`src/verilog/sfw_defs.svh`:
```
`ifndef SFW_DEFS_SVH
`define SFW_DEFS_SVH

// Register indices on the plain register port.
`define SFW_ADDR_W 4
`define SFW_REG_STATUS 4'h0
`define SFW_REG_CLEAR 4'h1
`define SFW_REG_ENABLE 4'h2
`define SFW_REG_CODE 4'h3
`define SFW_REG_FAULT_RESET 4'h4
`define SFW_REG_NV_ENABLE 4'h5
`define SFW_REG_FREQ_SEL 4'h6
`define SFW_REG_FREQ_CNT 4'h7
`define SFW_REG_HOMING 4'h8
`define SFW_REG_PARAM_WR 4'h9
`define SFW_REG_ACTIVE 4'ha
`define SFW_REG_LAST_SRC 4'hb

// Condition bit positions in the status, active and mask registers.
`define SFW_N_COND 7
`define SFW_B_PWR_CYCLE 0
`define SFW_B_STORE 1
`define SFW_B_FREQ_DIV 2
`define SFW_B_ENC_ALG 3
`define SFW_B_BATTERY 4
`define SFW_B_HOMING 5
`define SFW_B_NOT_READY 6

// Codes shown to software and the host, packed as 0xGNNS (A.GNN.S).
`define SFW_CODE_NONE 16'h0000
`define SFW_CODE_PWR_CYCLE 16'h4260
`define SFW_CODE_STORE 16'h4270
`define SFW_CODE_FREQ_DIV 16'h4280
`define SFW_CODE_ENC_ALG 16'h9200
`define SFW_CODE_BATTERY 16'h9210
`define SFW_CODE_HOMING 16'hd350

`define SFW_FREQ_SEL_DIV 4'h0
`define SFW_FREQ_SEL_RESET 4'h1
`define SFW_NV_EN_RESET 1'b1
`define SFW_FAULT_RESET_CMD 32'h00000001
`define SFW_CW_RESET_BIT 7
`define SFW_DI_FUNC_RESET 5'h05

// Unsupported homing methods.
`define SFW_HOME_BAD0 8'h0f
`define SFW_HOME_BAD1 8'h10
`define SFW_HOME_BAD2 8'h1f
`define SFW_HOME_BAD3 8'h20

// Storage burst limiter: writes allowed per window.
`define SFW_STORE_WIN_US 1000
`define SFW_STORE_MAX_WR 16'h0010
`define SFW_CLK_MHZ 40

`endif

```
`src/verilog/sfw_pkg.sv`:
```
package sfw_pkg;
  typedef enum logic [1:0] {
    SFW_SRC_PARAM,
    SFW_SRC_DI,
    SFW_SRC_CW
  } sfw_reset_src_t;
endpackage : sfw_pkg

```
`src/verilog/sfw_manager.sv`:
```
`timescale 1ns/1ps
`include "sfw_defs.svh"

module sfw_manager #(
  parameter int STORE_WIN_CYC = `SFW_STORE_WIN_US * `SFW_CLK_MHZ,
  parameter int FREQ_CNT_MIN = 16,
  parameter int FREQ_CNT_MAX = 262144
) (
  input wire logic clock,
  input wire logic rst,
  input wire logic [`SFW_ADDR_W-1:0] reg_addr,
  input wire logic [31:0] reg_wdata,
  input wire logic reg_wr,
  input wire logic reg_rd,
  output logic [31:0] reg_rdata,
  input wire logic servo_enabled,
  input wire logic [4:0] digital_input_func,
  input wire logic digital_input,
  input wire logic [15:0] controlword,
  input wire logic param_needs_power_cycle,
  input wire logic homing_mode_active,
  input wire logic enc_zero_search_fail,
  input wire logic enc_div_count_error,
  input wire logic battery_low,
  input wire logic ctrl_supply_low,
  input wire logic bus_voltage_low,
  input wire logic enc_feedback_abnormal,
  output logic nv_commit,
  output logic [31:0] nv_commit_data,
  output logic [`SFW_ADDR_W-1:0] nv_commit_addr,
  output logic not_ready_indication,
  output logic fault_active,
  output logic [15:0] active_code,
  output logic irq
);

  localparam int NC = `SFW_N_COND;

  function automatic logic bad_home(input logic [7:0] m);
    bad_home = (m == `SFW_HOME_BAD0) || (m == `SFW_HOME_BAD1) ||
      (m == `SFW_HOME_BAD2) || (m == `SFW_HOME_BAD3);
  endfunction : bad_home

  function automatic logic [15:0] cond_code(input int b);
    case (b)
      `SFW_B_PWR_CYCLE: cond_code = `SFW_CODE_PWR_CYCLE;
      `SFW_B_STORE: cond_code = `SFW_CODE_STORE;
      `SFW_B_FREQ_DIV: cond_code = `SFW_CODE_FREQ_DIV;
      `SFW_B_ENC_ALG: cond_code = `SFW_CODE_ENC_ALG;
      `SFW_B_BATTERY: cond_code = `SFW_CODE_BATTERY;
      `SFW_B_HOMING: cond_code = `SFW_CODE_HOMING;
      default: cond_code = `SFW_CODE_NONE;
    endcase
  endfunction : cond_code

  // Asynchronous inputs pass three flops; a change counts when stages two and three agree.
  localparam int NS = 9;
  logic [NS-1:0] async_in;
  logic [NS-1:0] s1_q, s2_q, s3_q, sync_q;
  assign async_in = {digital_input, param_needs_power_cycle, enc_zero_search_fail,
    enc_div_count_error, battery_low, ctrl_supply_low, bus_voltage_low,
    enc_feedback_abnormal, servo_enabled};

  always_ff @(posedge clock or posedge rst) begin
    if (rst) begin
      s1_q <= '0;
      s2_q <= '0;
      s3_q <= '0;
    end else begin
      s1_q <= async_in;
      s2_q <= s1_q;
      s3_q <= s2_q;
    end
  end

  // A level only moves once two stages agree, so a single metastable sample is ignored.
  // The price is about four cycles of latency on every pin condition except homing, whose input is not synchronised.
  always_ff @(posedge clock or posedge rst) begin
    if (rst) begin
      sync_q <= '0;
    end else begin
      sync_q <= (s2_q & s3_q) | (sync_q & (s2_q | s3_q));
    end
  end

  wire di_s = sync_q[8];
  wire pwr_cyc_s = sync_q[7];
  wire zs_fail_s = sync_q[6];
  wire div_err_s = sync_q[5];
  wire batt_s = sync_q[4];
  wire ctrl_low_s = sync_q[3];
  wire bus_low_s = sync_q[2];
  wire enc_ab_s = sync_q[1];
  wire enabled_s = sync_q[0];

  // Software registers.
  logic [NC-1:0] enable_q;
  logic nv_en_q;
  logic [3:0] freq_sel_q;
  logic [31:0] freq_cnt_q;
  logic [7:0] homing_q;
  logic cw_q;
  logic di_q;
  logic pwr_pending_q;

  wire wr_clear = reg_wr && (reg_addr == `SFW_REG_CLEAR);
  wire wr_enable = reg_wr && (reg_addr == `SFW_REG_ENABLE);
  wire wr_fault_reset = reg_wr && (reg_addr == `SFW_REG_FAULT_RESET);
  wire wr_nv = reg_wr && (reg_addr == `SFW_REG_NV_ENABLE);
  wire wr_fsel = reg_wr && (reg_addr == `SFW_REG_FREQ_SEL);
  wire wr_fcnt = reg_wr && (reg_addr == `SFW_REG_FREQ_CNT);
  wire wr_home = reg_wr && (reg_addr == `SFW_REG_HOMING);
  wire wr_param = reg_wr && (reg_addr == `SFW_REG_PARAM_WR);

  // Reset request sources.
  wire req_param = wr_fault_reset && (reg_wdata == `SFW_FAULT_RESET_CMD);
  // The input function is a static setting; changing it while the pin is high gives no request, as the edge detector follows the pin alone.
  wire di_is_reset = digital_input_func == `SFW_DI_FUNC_RESET;
  wire req_di = di_is_reset && di_s && !di_q;
  wire req_cw = controlword[`SFW_CW_RESET_BIT] && !cw_q;
  wire reset_req = req_param || req_di || req_cw;
  wire fault_reset_ok = reset_req && !enabled_s;

  // Remembers which source gave the latest reset request, for field diagnosis.
  sfw_pkg::sfw_reset_src_t last_src_q;
  sfw_pkg::sfw_reset_src_t last_src_d;
  assign last_src_d = req_cw ? sfw_pkg::SFW_SRC_CW :
    (req_di ? sfw_pkg::SFW_SRC_DI : sfw_pkg::SFW_SRC_PARAM);

  always_ff @(posedge clock or posedge rst) begin
    if (rst) begin
      last_src_q <= sfw_pkg::SFW_SRC_PARAM;
    end else if (reset_req) begin
      last_src_q <= last_src_d;
    end
  end

  // Storage write-rate limiter; a commit happens only while storage is enabled.
  logic [31:0] win_cnt_q;
  logic [15:0] wr_cnt_q;
  logic store_over_q;
  wire win_end = win_cnt_q >= 32'(STORE_WIN_CYC - 1);
  wire commit = wr_param && nv_en_q;
  wire wr_limit = wr_cnt_q >= `SFW_STORE_MAX_WR;
  logic burst_drop_q;
  wire commit_ok = commit && !wr_limit;
  wire commit_drop = commit && wr_limit;

  // Live conditions.
  wire freq_bad = (freq_sel_q == `SFW_FREQ_SEL_DIV) &&
    ((freq_cnt_q < 32'(FREQ_CNT_MIN)) || (freq_cnt_q > 32'(FREQ_CNT_MAX)));
  wire home_bad = homing_mode_active && bad_home(homing_q);
  logic [NC-1:0] cond;
  assign cond[`SFW_B_PWR_CYCLE] = pwr_pending_q;
  assign cond[`SFW_B_STORE] = store_over_q;
  assign cond[`SFW_B_FREQ_DIV] = freq_bad;
  assign cond[`SFW_B_ENC_ALG] = zs_fail_s || div_err_s;
  assign cond[`SFW_B_BATTERY] = batt_s;
  assign cond[`SFW_B_HOMING] = home_bad;
  assign cond[`SFW_B_NOT_READY] = ctrl_low_s || bus_low_s || enc_ab_s;

  // Faults latch; warnings track their cause and drop on a reset request.
  localparam logic [NC-1:0] FAULT_MASK = NC'(1) << `SFW_B_ENC_ALG;
  logic [NC-1:0] active_q, status_q;
  logic [NC-1:0] active_d;
  genvar gi;
  generate
    for (gi = 0; gi < NC; gi++) begin : g_cond
      if (FAULT_MASK[gi]) begin : g_fault
        assign active_d[gi] = cond[gi] ||
          (active_q[gi] && !fault_reset_ok);
      end else begin : g_warn
        // A warning still present after a reset re-raises on the next cycle.
        assign active_d[gi] = cond[gi] && !(active_q[gi] && reset_req);
      end
    end
  endgenerate

  wire [NC-1:0] rise = active_d & ~active_q;
  wire [NC-1:0] status_d = rise | (status_q & ~(wr_clear ? reg_wdata[NC-1:0] : '0));

  // Highest bit wins the displayed code; the fault code then overrides it, so the fault outranks warnings.
  logic [15:0] code_d;
  always_comb begin
    code_d = `SFW_CODE_NONE;
    for (int i = 0; i < NC; i++) begin
      if (active_q[i] && cond_code(i) != `SFW_CODE_NONE) begin
        code_d = cond_code(i);
      end
    end
    if ((active_q & FAULT_MASK) != '0) begin
      code_d = `SFW_CODE_ENC_ALG;
    end
  end

  // Storage starts enabled and the division output starts deselected after power-up.
  always_ff @(posedge clock or posedge rst) begin
    if (rst) begin
      enable_q <= '0;
      nv_en_q <= `SFW_NV_EN_RESET;
      freq_sel_q <= `SFW_FREQ_SEL_RESET;
      freq_cnt_q <= 32'h00000000;
      homing_q <= 8'h00;
    end else begin
      if (wr_enable) enable_q <= reg_wdata[NC-1:0];
      if (wr_nv) nv_en_q <= reg_wdata[0];
      if (wr_fsel) freq_sel_q <= reg_wdata[3:0];
      if (wr_fcnt) freq_cnt_q <= reg_wdata;
      if (wr_home) homing_q <= reg_wdata[7:0];
    end
  end

  // Both edge detectors reset to the idle low level, so no false request follows reset.
  always_ff @(posedge clock or posedge rst) begin
    if (rst) begin
      cw_q <= 1'b0;
      di_q <= 1'b0;
    end else begin
      cw_q <= controlword[`SFW_CW_RESET_BIT];
      di_q <= di_s;
    end
  end

  // The old value keeps running; only a power-up clears the pending flag.
  always_ff @(posedge clock or posedge rst) begin
    if (rst) begin
      pwr_pending_q <= 1'b0;
    end else if (pwr_cyc_s) begin
      pwr_pending_q <= 1'b1;
    end
  end

  // The rate is judged once per window, not per write, to keep the counter small.
  always_ff @(posedge clock or posedge rst) begin
    if (rst) begin
      win_cnt_q <= 32'h00000000;
    end else begin
      win_cnt_q <= win_end ? 32'h00000000 : win_cnt_q + 32'h00000001;
    end
  end

  // A write that finds the window full is dropped and remembered, so exactly the
  // allowed number of commits never raises the storage warning by itself.
  always_ff @(posedge clock or posedge rst) begin
    if (rst) begin
      wr_cnt_q <= 16'h0000;
      burst_drop_q <= 1'b0;
      store_over_q <= 1'b0;
    end else if (win_end) begin
      wr_cnt_q <= 16'h0000;
      burst_drop_q <= 1'b0;
      store_over_q <= burst_drop_q || commit_drop;
    end else begin
      if (commit_ok) wr_cnt_q <= wr_cnt_q + 16'h0001;
      if (commit_drop) burst_drop_q <= 1'b1;
    end
  end

  always_ff @(posedge clock or posedge rst) begin
    if (rst) begin
      active_q <= '0;
      status_q <= '0;
    end else begin
      active_q <= active_d;
      status_q <= status_d;
    end
  end

  // Read mux.
  logic [31:0] rdata_d;
  always_comb begin
    case (reg_addr)
      `SFW_REG_STATUS: rdata_d = 32'(status_q);
      `SFW_REG_ENABLE: rdata_d = 32'(enable_q);
      `SFW_REG_CODE: rdata_d = {16'h0000, active_code};
      `SFW_REG_NV_ENABLE: rdata_d = {31'h00000000, nv_en_q};
      `SFW_REG_FREQ_SEL: rdata_d = {28'h0000000, freq_sel_q};
      `SFW_REG_FREQ_CNT: rdata_d = freq_cnt_q;
      `SFW_REG_HOMING: rdata_d = {24'h000000, homing_q};
      `SFW_REG_ACTIVE: rdata_d = 32'(active_q);
      `SFW_REG_LAST_SRC: rdata_d = 32'(last_src_q);
      default: rdata_d = 32'h00000000;
    endcase
  end

  // Read data stand for one cycle and are zero otherwise, so no stale word is seen.
  always_ff @(posedge clock or posedge rst) begin
    if (rst) begin
      reg_rdata <= 32'h00000000;
    end else begin
      reg_rdata <= reg_rd ? rdata_d : 32'h00000000;
    end
  end

  // Data and address move only with a granted commit, so storage never sees a dropped write.
  always_ff @(posedge clock or posedge rst) begin
    if (rst) begin
      nv_commit <= 1'b0;
      nv_commit_data <= 32'h00000000;
      nv_commit_addr <= '0;
    end else begin
      nv_commit <= commit_ok;
      if (commit_ok) nv_commit_data <= reg_wdata;
      if (commit_ok) nv_commit_addr <= reg_addr;
    end
  end

  always_ff @(posedge clock or posedge rst) begin
    if (rst) begin
      not_ready_indication <= 1'b0;
      fault_active <= 1'b0;
      active_code <= `SFW_CODE_NONE;
      irq <= 1'b0;
    end else begin
      not_ready_indication <= active_q[`SFW_B_NOT_READY];
      fault_active <= (active_q & FAULT_MASK) != '0;
      active_code <= code_d;
      irq <= (status_d & enable_q) != '0;
    end
  end

endmodule : sfw_manager

```
`config.mk`:
```
export PLATFORM = sky130hd
export DESIGN_NAME = sfw_manager
export DESIGN_NICKNAME = d
export VERILOG_FILES = /design/src/verilog/sfw_pkg.sv /design/src/verilog/sfw_manager.sv
export VERILOG_INCLUDE_DIRS = /design/src /design/src/verilog
export SDC_FILE = /design/constraint.sdc
export NUM_CORES = 1
export LEC_CHECK = 0
export BUFFER_PORTS_ARGS = -buffer_cell sky130_fd_sc_hd__buf_4
export CORE_ASPECT_RATIO = 1.2
export CORE_MARGIN = 3
export CORE_UTILIZATION = 40
export DETAILED_ROUTE_END_ITERATION = 8
export SYNTH_ARGS = -nofsm -noshare
export SYNTH_HDL_FRONTEND = slang
export SYNTH_SLANG_ARGS = --single-unit
```
`constraint.sdc`:
```
create_clock -name clock -period 14.1 [get_ports clock]
set_input_delay 2.82 -clock clock [delete_from_list [all_inputs] [get_ports clock]]
set_output_delay 2.82 -clock clock [all_outputs]
set_load 0.01 [all_outputs]
```
==> Word level (Yosys, flattened, before mapping) <==
Cells that the tools add are included.
{ "totals": {"regBits": 245, "in_bits": 71, "wordCells": 134} }
{ "op_classes": {"addsub": 2, "n_lt_le_gt_ge": 4, "n_eq_ne": 17, "muxes": 16, "bitwise_logic": 10, "n_reduce_logical": 58} }
{ "op_table": {"columns": ["op", "count"], "rows": [
  ["case mux 32 bit (9 select lines)", 1],
  ["two-way mux 16 bit", 6],
  ["two-way mux 32 bit", 2],
  ["adder 32 x 1 -> 32 bit (second input constant)", 1],
  ["== test 32 x 1 -> 1 bit (second input constant)", 1],
  [">= comparator 32 x 16 -> 1 bit (second input constant)", 1],
  ["> comparator 32 x 19 -> 1 bit (second input constant)", 1],
  ["< comparator 32 x 5 -> 1 bit (second input constant)", 1],
  ["logical AND 1 bit", 31],
  ["two-way mux 15 bit", 2],
  ["AND 7 bit", 3],
  ["AND 9 bit", 2],
  ["bitwise OR 9 bit", 2],
  ["adder 16 x 1 -> 16 bit (second input constant)", 1],
  ["== test 4 x 3 -> 1 bit (second input constant)", 4],
  ["== test 4 bit (second input constant)", 4],
  ["== test 8 x 5 -> 1 bit (second input constant)", 2],
  [">= comparator 16 x 5 -> 1 bit (second input constant)", 1],
  ["inverter 7 bit", 2],
  ["logical NOT 1 bit", 11],
  ["logical OR 1 bit", 11],
  ["== test 4 x 2 -> 1 bit (second input constant)", 2],
  ["== test 8 x 4 -> 1 bit (second input constant)", 1],
  ["== test 8 x 6 -> 1 bit (second input constant)", 1],
  ["other kinds (9)", 13]
]} }

==> Logic depth before layout (Yosys ltp) <==
Gate-level depths: netlist (run 1).
{ "logic_depth": {"ltp_word": 13, "depth_mapped": 9, "ltp_nobuf": 6} }

==> Least setup slack after synthesis (run 1) <==
Ideal clock, no wire load.
{ "synth_path": {"path_type": "in2reg", "start": "input port reg_addr[1]", "end": "register irq", "setup_time_ns": 0.138, "arrival_ns": 4.331, "slack_ns": 9.631, "cell_stages": 7, "path_cell_list": "buf_6 > and3b_1 > buf_6 > nand3_2 > a22o_1 > a221o_1 > or4b_1"} }
{ "synth_via": {"elab_cells_between_ends": 36, "classes_between": "2 x eq/ne; 1 x mux; 5 x bitwise; 28 x reduce/logical"} }
{ "synth_lines": {"columns": ["element", "line", "source"], "rows": [
  ["start: declaration", "sfw_manager.sv:11", "input wire logic [`SFW_ADDR_W-1:0] reg_addr,"],
  ["== test 4 x 3 -> 1 bit (no source line)", null, null],
  ["logical AND 1 bit", "sfw_manager.sv:108", "wire wr_fault_reset = reg_wr && (reg_addr == `SFW_REG_FAULT_RESET);"],
  ["logical AND 1 bit", "sfw_manager.sv:116", "wire req_param = wr_fault_reset && (reg_wdata == `SFW_FAULT_RESET_CMD);"],
  ["logical OR 1 bit (2 in a row)", "sfw_manager.sv:121", "wire reset_req = req_param || req_di || req_cw;"],
  ["logical AND 1 bit", "sfw_manager.sv:174", "assign active_d[gi] = cond[gi] && !(active_q[gi] && reset_req);"],
  ["logical NOT 1 bit", "sfw_manager.sv:174", null],
  ["logical AND 1 bit", "sfw_manager.sv:174", null],
  ["AND 7 bit", "sfw_manager.sv:179", "wire [NC-1:0] rise = active_d & ~active_q;"],
  ["bitwise OR 7 bit *", "sfw_manager.sv:180", "wire [NC-1:0] status_d = rise | (status_q & ~(wr_clear ? reg_wdata[NC-1:0] : '0));"],
  ["via status_d[4]", "sfw_manager.sv:180", null],
  ["AND 7 bit *", "sfw_manager.sv:318", "irq <= (status_d & enable_q) != '0;"],
  ["nonzero test 7 bit *", "sfw_manager.sv:318", null],
  ["end signal: assignment", "sfw_manager.sv:313", "irq <= 1'b0;"],
  ["end signal: assignment", "sfw_manager.sv:318", null],
  ["end: declaration", "sfw_manager.sv:34", "output logic irq"]
]} }
The timed path passes the listed nets; every way through them passes the cells marked *.
A chain may end at the register's enable or synchronous reset.

==> Worst setup path after layout (run 1) <==
{ "layout_path": {"start": "input port reg_addr[1]", "end": "register nv_commit_data[11]"} }
{ "layout_via": {"elab_chain_cells": 4} }
{ "layout_lines": {"columns": ["element", "line", "source"], "rows": [
  ["== test 4 bit (no source line)", null, null],
  ["logical AND 1 bit", "sfw_manager.sv:113", "wire wr_param = reg_wr && (reg_addr == `SFW_REG_PARAM_WR);"],
  ["logical AND 1 bit", "sfw_manager.sv:143", "wire commit = wr_param && nv_en_q;"],
  ["logical AND 1 bit", "sfw_manager.sv:146", "wire commit_ok = commit && !wr_limit;"],
  ["end signal: assignment", "sfw_manager.sv:303", "if (commit_ok) nv_commit_data <= reg_wdata;"],
  ["end: declaration", "sfw_manager.sv:29", "output logic [31:0] nv_commit_data,"]
]} }
No other way between the ends.

==> impl_results.rst, run 1 <==
.. list-table::
   :header-rows: 1

   * - Metric
     - Value
   * - Input/output buffers
     - 136
   * - Largest driver fanout on the critical path
     - 39
   * - Mapped cell area
     - between 0.009 and 0.01 mm2
   * - FMAX
     - between 200 and 250 MHz
   * - Die boundary height
     - ~170 um
   * - Worst-case clock skew
     - approximately 13 ps
   * - Per-cell routed wire length
     - 17.30 um
   * - Critical path data arrival time
     - roughly 5200 ps
   * - Area growth from synthesis to final layout
     - 23.52%
   * - Number of cells produced by synthesis
     - around 700
   * - Adder-Cell Fraction of Synth Area
     - approximately 1.4%
   * - Post-synthesis cell type count
     - 63
   * - Later-pin clock latency in the skew report
     - around 520 ps
   * - Global placement routability congestion
     - about 0.87
   * - Worst setup slack after layout
     - between 9000 and 10000 ps
   * - Async set or reset register ratio after synthesis
     - 100.0%
   * - Number of DRC violations after detailed-routing iteration 0
     - between 150 and 200
   * - First-pass iteration count of the detailed router
     - 4
   * - Maximum number of buffers from clock root to sink
     - 3
   * - Cell type with the largest total area after synthesis
     - sky130_fd_sc_hd__dfrtp_1
   * - H-Tree Level Count
     - 1
   * - Largest family of logic cells by synthesized area
     - simple AND/OR/NAND/NOR gates
   * - Max-slew violation count
     - 0
   * - Number of I/O pins
     - 159
   * - TritonCTS clock tree
     - built
   * - Via count of the first global-routing pass
     - a little under 6000
   * - Status
     - finished clean
   * - Setup TNS
     - 0 ps
   * - # Max-Cap Violations
     - 0
   * - Least-Margin Pin Slew
     - approximately 1200 ps
   * - Total Die Area
     - about 0.025 mm2
   * - Post-route ant nets
     - 0
   * - Clock group share of total power
     - between 30% and 40%
   * - Core area
     - about 0.022 mm2
   * - Number of hold buffers added after CTS
     - 0
   * - Number of synthesized register bits
     - between 200 and 250
   * - Worst relative slew slack
     - a little under a quarter
   * - Post-Syn Area per Cell
     - approximately 13 um2
   * - Fraction of power consumed by sequential logic
     - 49.2%
   * - EDFF count, synth
     - 0
   * - Initial Utilization
     - about 40%
   * - Number of inserted diodes
     - 0
   * - Initial antenna violation count
     - 0
   * - Pwr/cell area
     - approximately 150 mW/mm2
   * - Max VDD drop
     - between 0.08 and 0.09 mV
   * - Share of cells above drive strength 1
     - 31.77%
   * - Post-layout min period
     - 4855 ps
   * - Synth Area in Compound Gates
     - under 10%
   * - Global route overflow
     - 0
   * - Fraction of synthesized area in multiplexers
     - 11.27%
   * - Final HPWL DP
     - ~14 mm
   * - Worst hold slack across all endpoints
     - 346.9 ps
   * - Fraction of post-synthesis cell area in the top cell type by area
     - 64.30%
   * - Switching power share of the total
     - about a quarter
   * - Via density
     - about 5
   * - X dimension of the die
     - approximately 140 um
   * - First-pass GRT wire length
     - 31.62 mm
   * - Top cells by area, synth
     - sky130_fd_sc_hd__dfrtp_1 (64%), sky130_fd_sc_hd__mux2_2 (11%), sky130_fd_sc_hd__nor2_1 (2.6%)
   * - Required arrival time at the worst endpoint
     - around 14000 ps
   * - Kind of end point of the critical path
     - register
   * - Clock root buffer
     - sky130_fd_sc_hd__clkbuf_16
   * - Portion of the clock cycle consumed by the worst path in the final layout
     - about 34%
   * - Total global routing track utilization
     - between 10% and 20%
   * - Net Sw Power
     - about 0.0004 W
   * - Overall via count from detail_route
     - just under 6000
   * - Final number of hold-violating endpoints
     - 0
   * - Endpoints failing setup
     - 0
   * - Sequential fraction of the synthesis area
     - between 60 and 70%
   * - CTS buffer count
     - 24
   * - Number of buffers inserted by post-CTS setup repair
     - 0
   * - Synth Warn #
     - 0
   * - Pin count of the biggest net entering global routing
     - 98
   * - Worst Path Class, Setup
     - primary input to register
   * - Clock slew at the register clock pins of the worst setup and hold paths
     - roughly 60 ps
   * - Leakage power
     - approximately 5.2 nW
   * - Worst-case setup slack after placement
     - around 8700 ps
   * - XOR/XNOR share of the synthesized area
     - 1.724%
   * - Num Clock Sinks
     - 237
   * - Number of standard-cell rows in the floorplan
     - 60
   * - Detailed-route DRC error count
     - 0
   * - Final wirelength
     - 19.91 mm
   * - Most used DFF post-synth
     - sky130_fd_sc_hd__dfrtp_1
   * - Post-CTS resize count
     - 0
   * - Logic gate share of total power
     - a little under an eighth
   * - Layout Nets
     - approximately 930
   * - Synthesized-area fraction occupied by and/or/nand/nor cells
     - between 10 and 15%
   * - Startpoint type of the worst setup path
     - primary input
   * - Min-Delay Path Class
     - register to register
   * - Setup repair after global routing missed its margin
     - no
   * - Internal cell power
     - 0.001250 W
-- synthesized netlist by cell type (10+ instances only) --
master,instances
sky130_fd_sc_hd__dfrtp_1,235
sky130_fd_sc_hd__mux2_2,88
sky130_fd_sc_hd__nor2_1,64
sky130_fd_sc_hd__nand2_1,33
sky130_fd_sc_hd__inv_1,27
sky130_fd_sc_hd__and2_1,22
sky130_fd_sc_hd__nor4_1,21
sky130_fd_sc_hd__a21oi_1,17
sky130_fd_sc_hd__nand3_1,15
sky130_fd_sc_hd__nor2b_1,12
sky130_fd_sc_hd__a22o_1,10
-- power groups by stage --
stage,Clock [W],Sequential [W],Combinational (W)
global placement,0,0.000817,0.000189
global route,0.000695,0.000817,0.000210
CTS,0.000663,0.000807,0.000193
finish,0.000644,0.000806,0.000189
detailed placement,0,0.000819,0.000192
floorplan,0,0.000813,0.000106
-- kinds of logic (layout without fill, tap and decap cells) --
kind of cell	count (synthesis)	in the layout
adder cells (fa/ha/maj)	12	12
multiplexers	92	92
buffers and inverters	56	207
flip-flops	237	237
other	1	23
AND/OR/NAND/NOR	215	215
XOR/XNOR	18	18
AO/OA/AOI/OAI	68	68
-- sequential cells by signal, indices dropped and copies added (netlist names), 2 cells and up --
register        count
nv_commit_data     32
status_q            7
last_src_q          2
wr_cnt_q           16
freq_sel_q          4
s3_q                9
reg_rdata          32
s2_q                9
sync_q              9
active_code         8
freq_cnt_q         32
nv_commit_addr      4
enable_q            7
active_q            7
win_cnt_q          32
homing_q            8
s1_q                9
-- area by class of cell --
| class | count | area [um2] |
|---|---|---|
| Clock buffer | 34 | 688.2 |
| Clock inverter | 6 | 116.4 |
| Fill cell | 1963 | 11150 |
| Inverter | 27 | 108.9 |
| Multi-Input combinational cell | 428 | 3050 |
| Sequential cell | 237 | 5933 |
| Tap cell | 279 | 349.1 |
| Timing Repair Buffer | 140 | 1051 |
-- routing by layer --
metal	global-route usage (%)	part of all wire (%)	vias up
met3	3.226	5.7	25
met2	27.91	50	153
met4	3.808	1.6	0
li1	-	-	2731
met1	20.67	43	2877
met5	0	0	-
-- final timing paths --
kind	startpoint	to	slack [ps]	depth (start not counted)
max in group asynchronous	rst	nv_commit_data[16]$_DFFE_PP0P_	10310	3
max	reg_addr[1]	nv_commit_data[11]$_DFFE_PP0P_	9240	5
min	s1_q[1]$_DFF_PP0_	s2_q[1]$_DFF_PP0_	350	0
max reg2reg	freq_cnt_q[21]$_DFFE_PP0P_	irq$_DFF_PP0_	11490	4
min reg2reg	s1_q[1]$_DFF_PP0_	s2_q[1]$_DFF_PP0_	350	0
min in group asynchronous	rst	s1_q[5]$_DFF_PP0_	2390	2
-- placed cells by master, fill, tap and decap left out, types with 21 or more instances in the layout --
cell type                     n
sky130_fd_sc_hd__clkbuf_16   24
sky130_fd_sc_hd__nor2_1      63
sky130_fd_sc_hd__buf_4      140
sky130_fd_sc_hd__conb_1      23
sky130_fd_sc_hd__nor4_1      21
sky130_fd_sc_hd__and2_1      22
sky130_fd_sc_hd__mux2_2      88
sky130_fd_sc_hd__inv_1       26
sky130_fd_sc_hd__dfrtp_1    235
sky130_fd_sc_hd__nand2_1     33
-- stage by stage --
stage / instances / util, % / cell area (um2) / power, W
after CTS: 1151 / 50.33 / 11300 / 0.001663
after floorplan: 721 / - / 9229 / 0.0009193
final: 1151 / 50.33 / 11300 / 0.001639
after global placement: 1111 / 46.74 / 10490 / 0.001006
after detailed placement: 1111 / 46.74 / 10490 / 0.001011
after global routing: 1151 / 50.33 / 11300 / 0.001722
-- critical path: stages --
cell,delay [ps]
sky130_fd_sc_hd__buf_4,180
sky130_fd_sc_hd__and3b_1,510
sky130_fd_sc_hd__nand3_1,330
sky130_fd_sc_hd__nor2_4,950
sky130_fd_sc_hd__mux2_2,420
Power figures use the tool's default switching activity.
==> run 2: changes to the inputs <==
clock period = 4.15 ns   (was 14.1 ns; I/O delays follow)
==> run 2 against run 1 <==
Compared with the run above:
- die area unchanged
- final area increased by 0.32%
- total power rose to 3.4 times the previous value
- first-iteration DRC count is 19% higher
- sequential cell count is the same
- register-to-register slack worse by 9800 ps
- clock skew fell by 1.3 ps
- sequential share of layout area decreased by 0.17 points
- wire length down 2.4%
- sequential power rose to 3.4 times the previous value
- largest cell class unchanged
==> impl_results.rst, run 2 (synthesis results as in run 1) <==
.. list-table::
   :header-rows: 1

   * - Metric
     - Value
   * - Pin count of the biggest net entering global routing
     - 148
   * - Number of standard-cell rows in the floorplan
     - 60
   * - Least-Margin Pin Slew
     - just under 800 ps
   * - Portion of the clock cycle consumed by the worst path in the final layout
     - just over 60%
   * - Final HPWL DP
     - approximately 13 mm
   * - First-pass iteration count of the detailed router
     - 5
   * - Startpoint type of the worst setup path
     - register
   * - Logic gate share of total power
     - a little under an eighth
   * - Commonest cells after routing, fill and taps aside
     - sky130_fd_sc_hd__dfrtp_1 (235), sky130_fd_sc_hd__buf_4 (141), sky130_fd_sc_hd__mux2_2 (88), sky130_fd_sc_hd__nor2_1 (63), sky130_fd_sc_hd__nand2_1 (33)
   * - Switching power share of the total
     - between 20% and 30%
   * - Input/output buffers
     - 136
   * - Number of DRC violations after detailed-routing iteration 0
     - 236
   * - Num Clock Sinks
     - approximately 240
   * - Setup TNS
     - 0 ps
   * - Post-route ant nets
     - 0
   * - Number of buffers inserted by post-CTS setup repair
     - 0
   * - Core area
     - approximately 0.022 mm2
   * - Clock group share of total power
     - 38.5%
   * - Number of inserted diodes
     - 0
   * - Total Die Area
     - 0.02472 mm2
   * - Worst relative slew slack
     - a little under half
   * - Initial antenna violation count
     - 0
   * - Initial Utilization
     - about 41%
   * - Worst R2R Setup Slack
     - 1640 ps
   * - Min-Delay Path Class
     - register to register
   * - Filler cell count in the final layout
     - around 2000
   * - Pwr/cell area
     - 485.6 mW/mm2
   * - Per-cell routed wire length
     - roughly 17 um
   * - Number of hold buffers added after CTS
     - 0
   * - Area occupied by registers
     - slightly below 0.006 mm2
   * - Global route overflow
     - 0
   * - Worst-case clock skew
     - 11.86 ps
   * - Fraction of power consumed by sequential logic
     - between 40% and 50%
   * - Maximum number of buffers from clock root to sink
     - 3
   * - Number of I/O pins
     - ~160
   * - Clock slew at the register clock pins of the worst setup and hold paths
     - about 60 ps
   * - Max-slew violation count
     - 0
   * - Critical path data arrival time
     - 2860 ps
   * - # Max-Cap Violations
     - 0
   * - Kind of end point of the critical path
     - register
   * - Total global routing track utilization
     - between 10% and 20%
   * - Status
     - finished clean
   * - Leakage power
     - 5.239 nW
   * - Endpoints failing setup
     - 0
   * - Via density
     - approximately 5
   * - First-pass GRT wire length
     - 30.48 mm
   * - Die boundary height
     - around 170 um
   * - Post-layout min period
     - 2510 ps
   * - Via count of the first global-routing pass
     - approximately 5700
   * - Area growth from synthesis to final layout
     - 23.91%
   * - Internal cell power
     - 0.004188 W
   * - Net Sw Power
     - about 0.0013 W
   * - Largest driver fanout on the critical path
     - 3
   * - Setup repair after global routing missed its margin
     - no
   * - X dimension of the die
     - 144.0 um
   * - Global placement routability congestion
     - approximately 0.83
   * - Max VDD drop
     - 0.2787 mV
   * - Most common cell after layout, fill and taps aside
     - sky130_fd_sc_hd__dfrtp_1
   * - FMAX
     - roughly 400 MHz
   * - TritonCTS clock tree
     - built
   * - CTS buffer count
     - 24
   * - Later-pin clock latency in the skew report
     - just over 500 ps
   * - Share of cells above drive strength 1
     - roughly a third
   * - Sum of internal, switching and leakage power
     - between 0.005 and 0.006 W
   * - Final number of hold-violating endpoints
     - 0
   * - Detailed-route DRC error count
     - 0
   * - Overall via count from detail_route
     - approximately 5800
   * - Layout Nets
     - around 940
   * - Multi-input logic area
     - 0.003050 mm2
   * - Clock root buffer
     - sky130_fd_sc_hd__clkbuf_16
   * - Post-CTS resize count
     - 0
   * - Worst hold slack across all endpoints
     - about 350 ps
   * - H-Tree Level Count
     - 1
   * - Worst Path Class, Setup
     - register to register
   * - Required arrival time at the worst endpoint
     - 4500 ps
   * - Final wirelength
     - between 15 and 20 mm
## run 2: changes by cell type in the layout (fill, tap and decap cells not counted), sizes merged
cell and delta:
inv -1, clkbuf +2, buf +3, clkinv +2, clkinvlp +3, bufinv -2
## run 2: critical path, cell delays in order (launching register included)
cell and delay (ps):
sky130_fd_sc_hd__dfrtp_1 380, sky130_fd_sc_hd__or4_1 540, sky130_fd_sc_hd__nor4_1 560, sky130_fd_sc_hd__a2111oi_0 260, sky130_fd_sc_hd__or4b_1 620
## run 2: area by class of cell
type	count	area share [%]
Sequential cell	237	52.35
Tap cell	279	3.080
Clock buffer	36	6.414
Clock inverter	8	0.6182
Timing Repair Buffer	143	9.693
Inverter	27	0.9274
Multi-Input combinational cell	428	26.92
## run 2: final timing paths
| kind | startpoint | to | cells after the start |
|---|---|---|---|
| min in group asynchronous | rst | s1_q[7]$_DFF_PP0_ | 3 |
| max | freq_cnt_q[21]$_DFFE_PP0P_ | irq$_DFF_PP0_ | 4 |
| min reg2reg | s1_q[2]$_DFF_PP0_ | s2_q[2]$_DFF_PP0_ | 0 |
| max in group asynchronous | rst | reg_rdata[20]$_DFF_PP0_ | 3 |
| min | s1_q[2]$_DFF_PP0_ | s2_q[2]$_DFF_PP0_ | 0 |
| max reg2reg | freq_cnt_q[21]$_DFFE_PP0P_ | irq$_DFF_PP0_ | 4 |
## run 2: power groups by stage
stage	Combinational, W	Clock [W]	Sequential (W)
detailed placement	0.000656	0	0.00278
CTS	0.000658	0.00220	0.00274
finish	0.000645	0.00212	0.00274
global placement	0.000646	0	0.00277
floorplan	0.000361	0	0.00276
global route	0.000714	0.00229	0.00277
## run 2: routing by layer
metal | vias up | track usage (%) | wire, um
met2 | 146 | 26.73 | 9791
met3 | 21 | 3.087 | 1146
met4 | 0 | 3.317 | 249
li1 | 2752 | - | -
met1 | 2849 | 20.17 | 8254
met5 | - | 0 | 0
## run 2: metrics by stage
stage	cells	setup slack, ps	utilization [%]	cell area [um2]
after floorplan	721	215.8	-	9233
after global placement	1114	1153	46.94	10540
after detailed placement	1114	1157	46.94	10540
after CTS	1158	1557	50.49	11330
after global routing	1158	1537	50.49	11330
final	1158	1640	50.49	11330
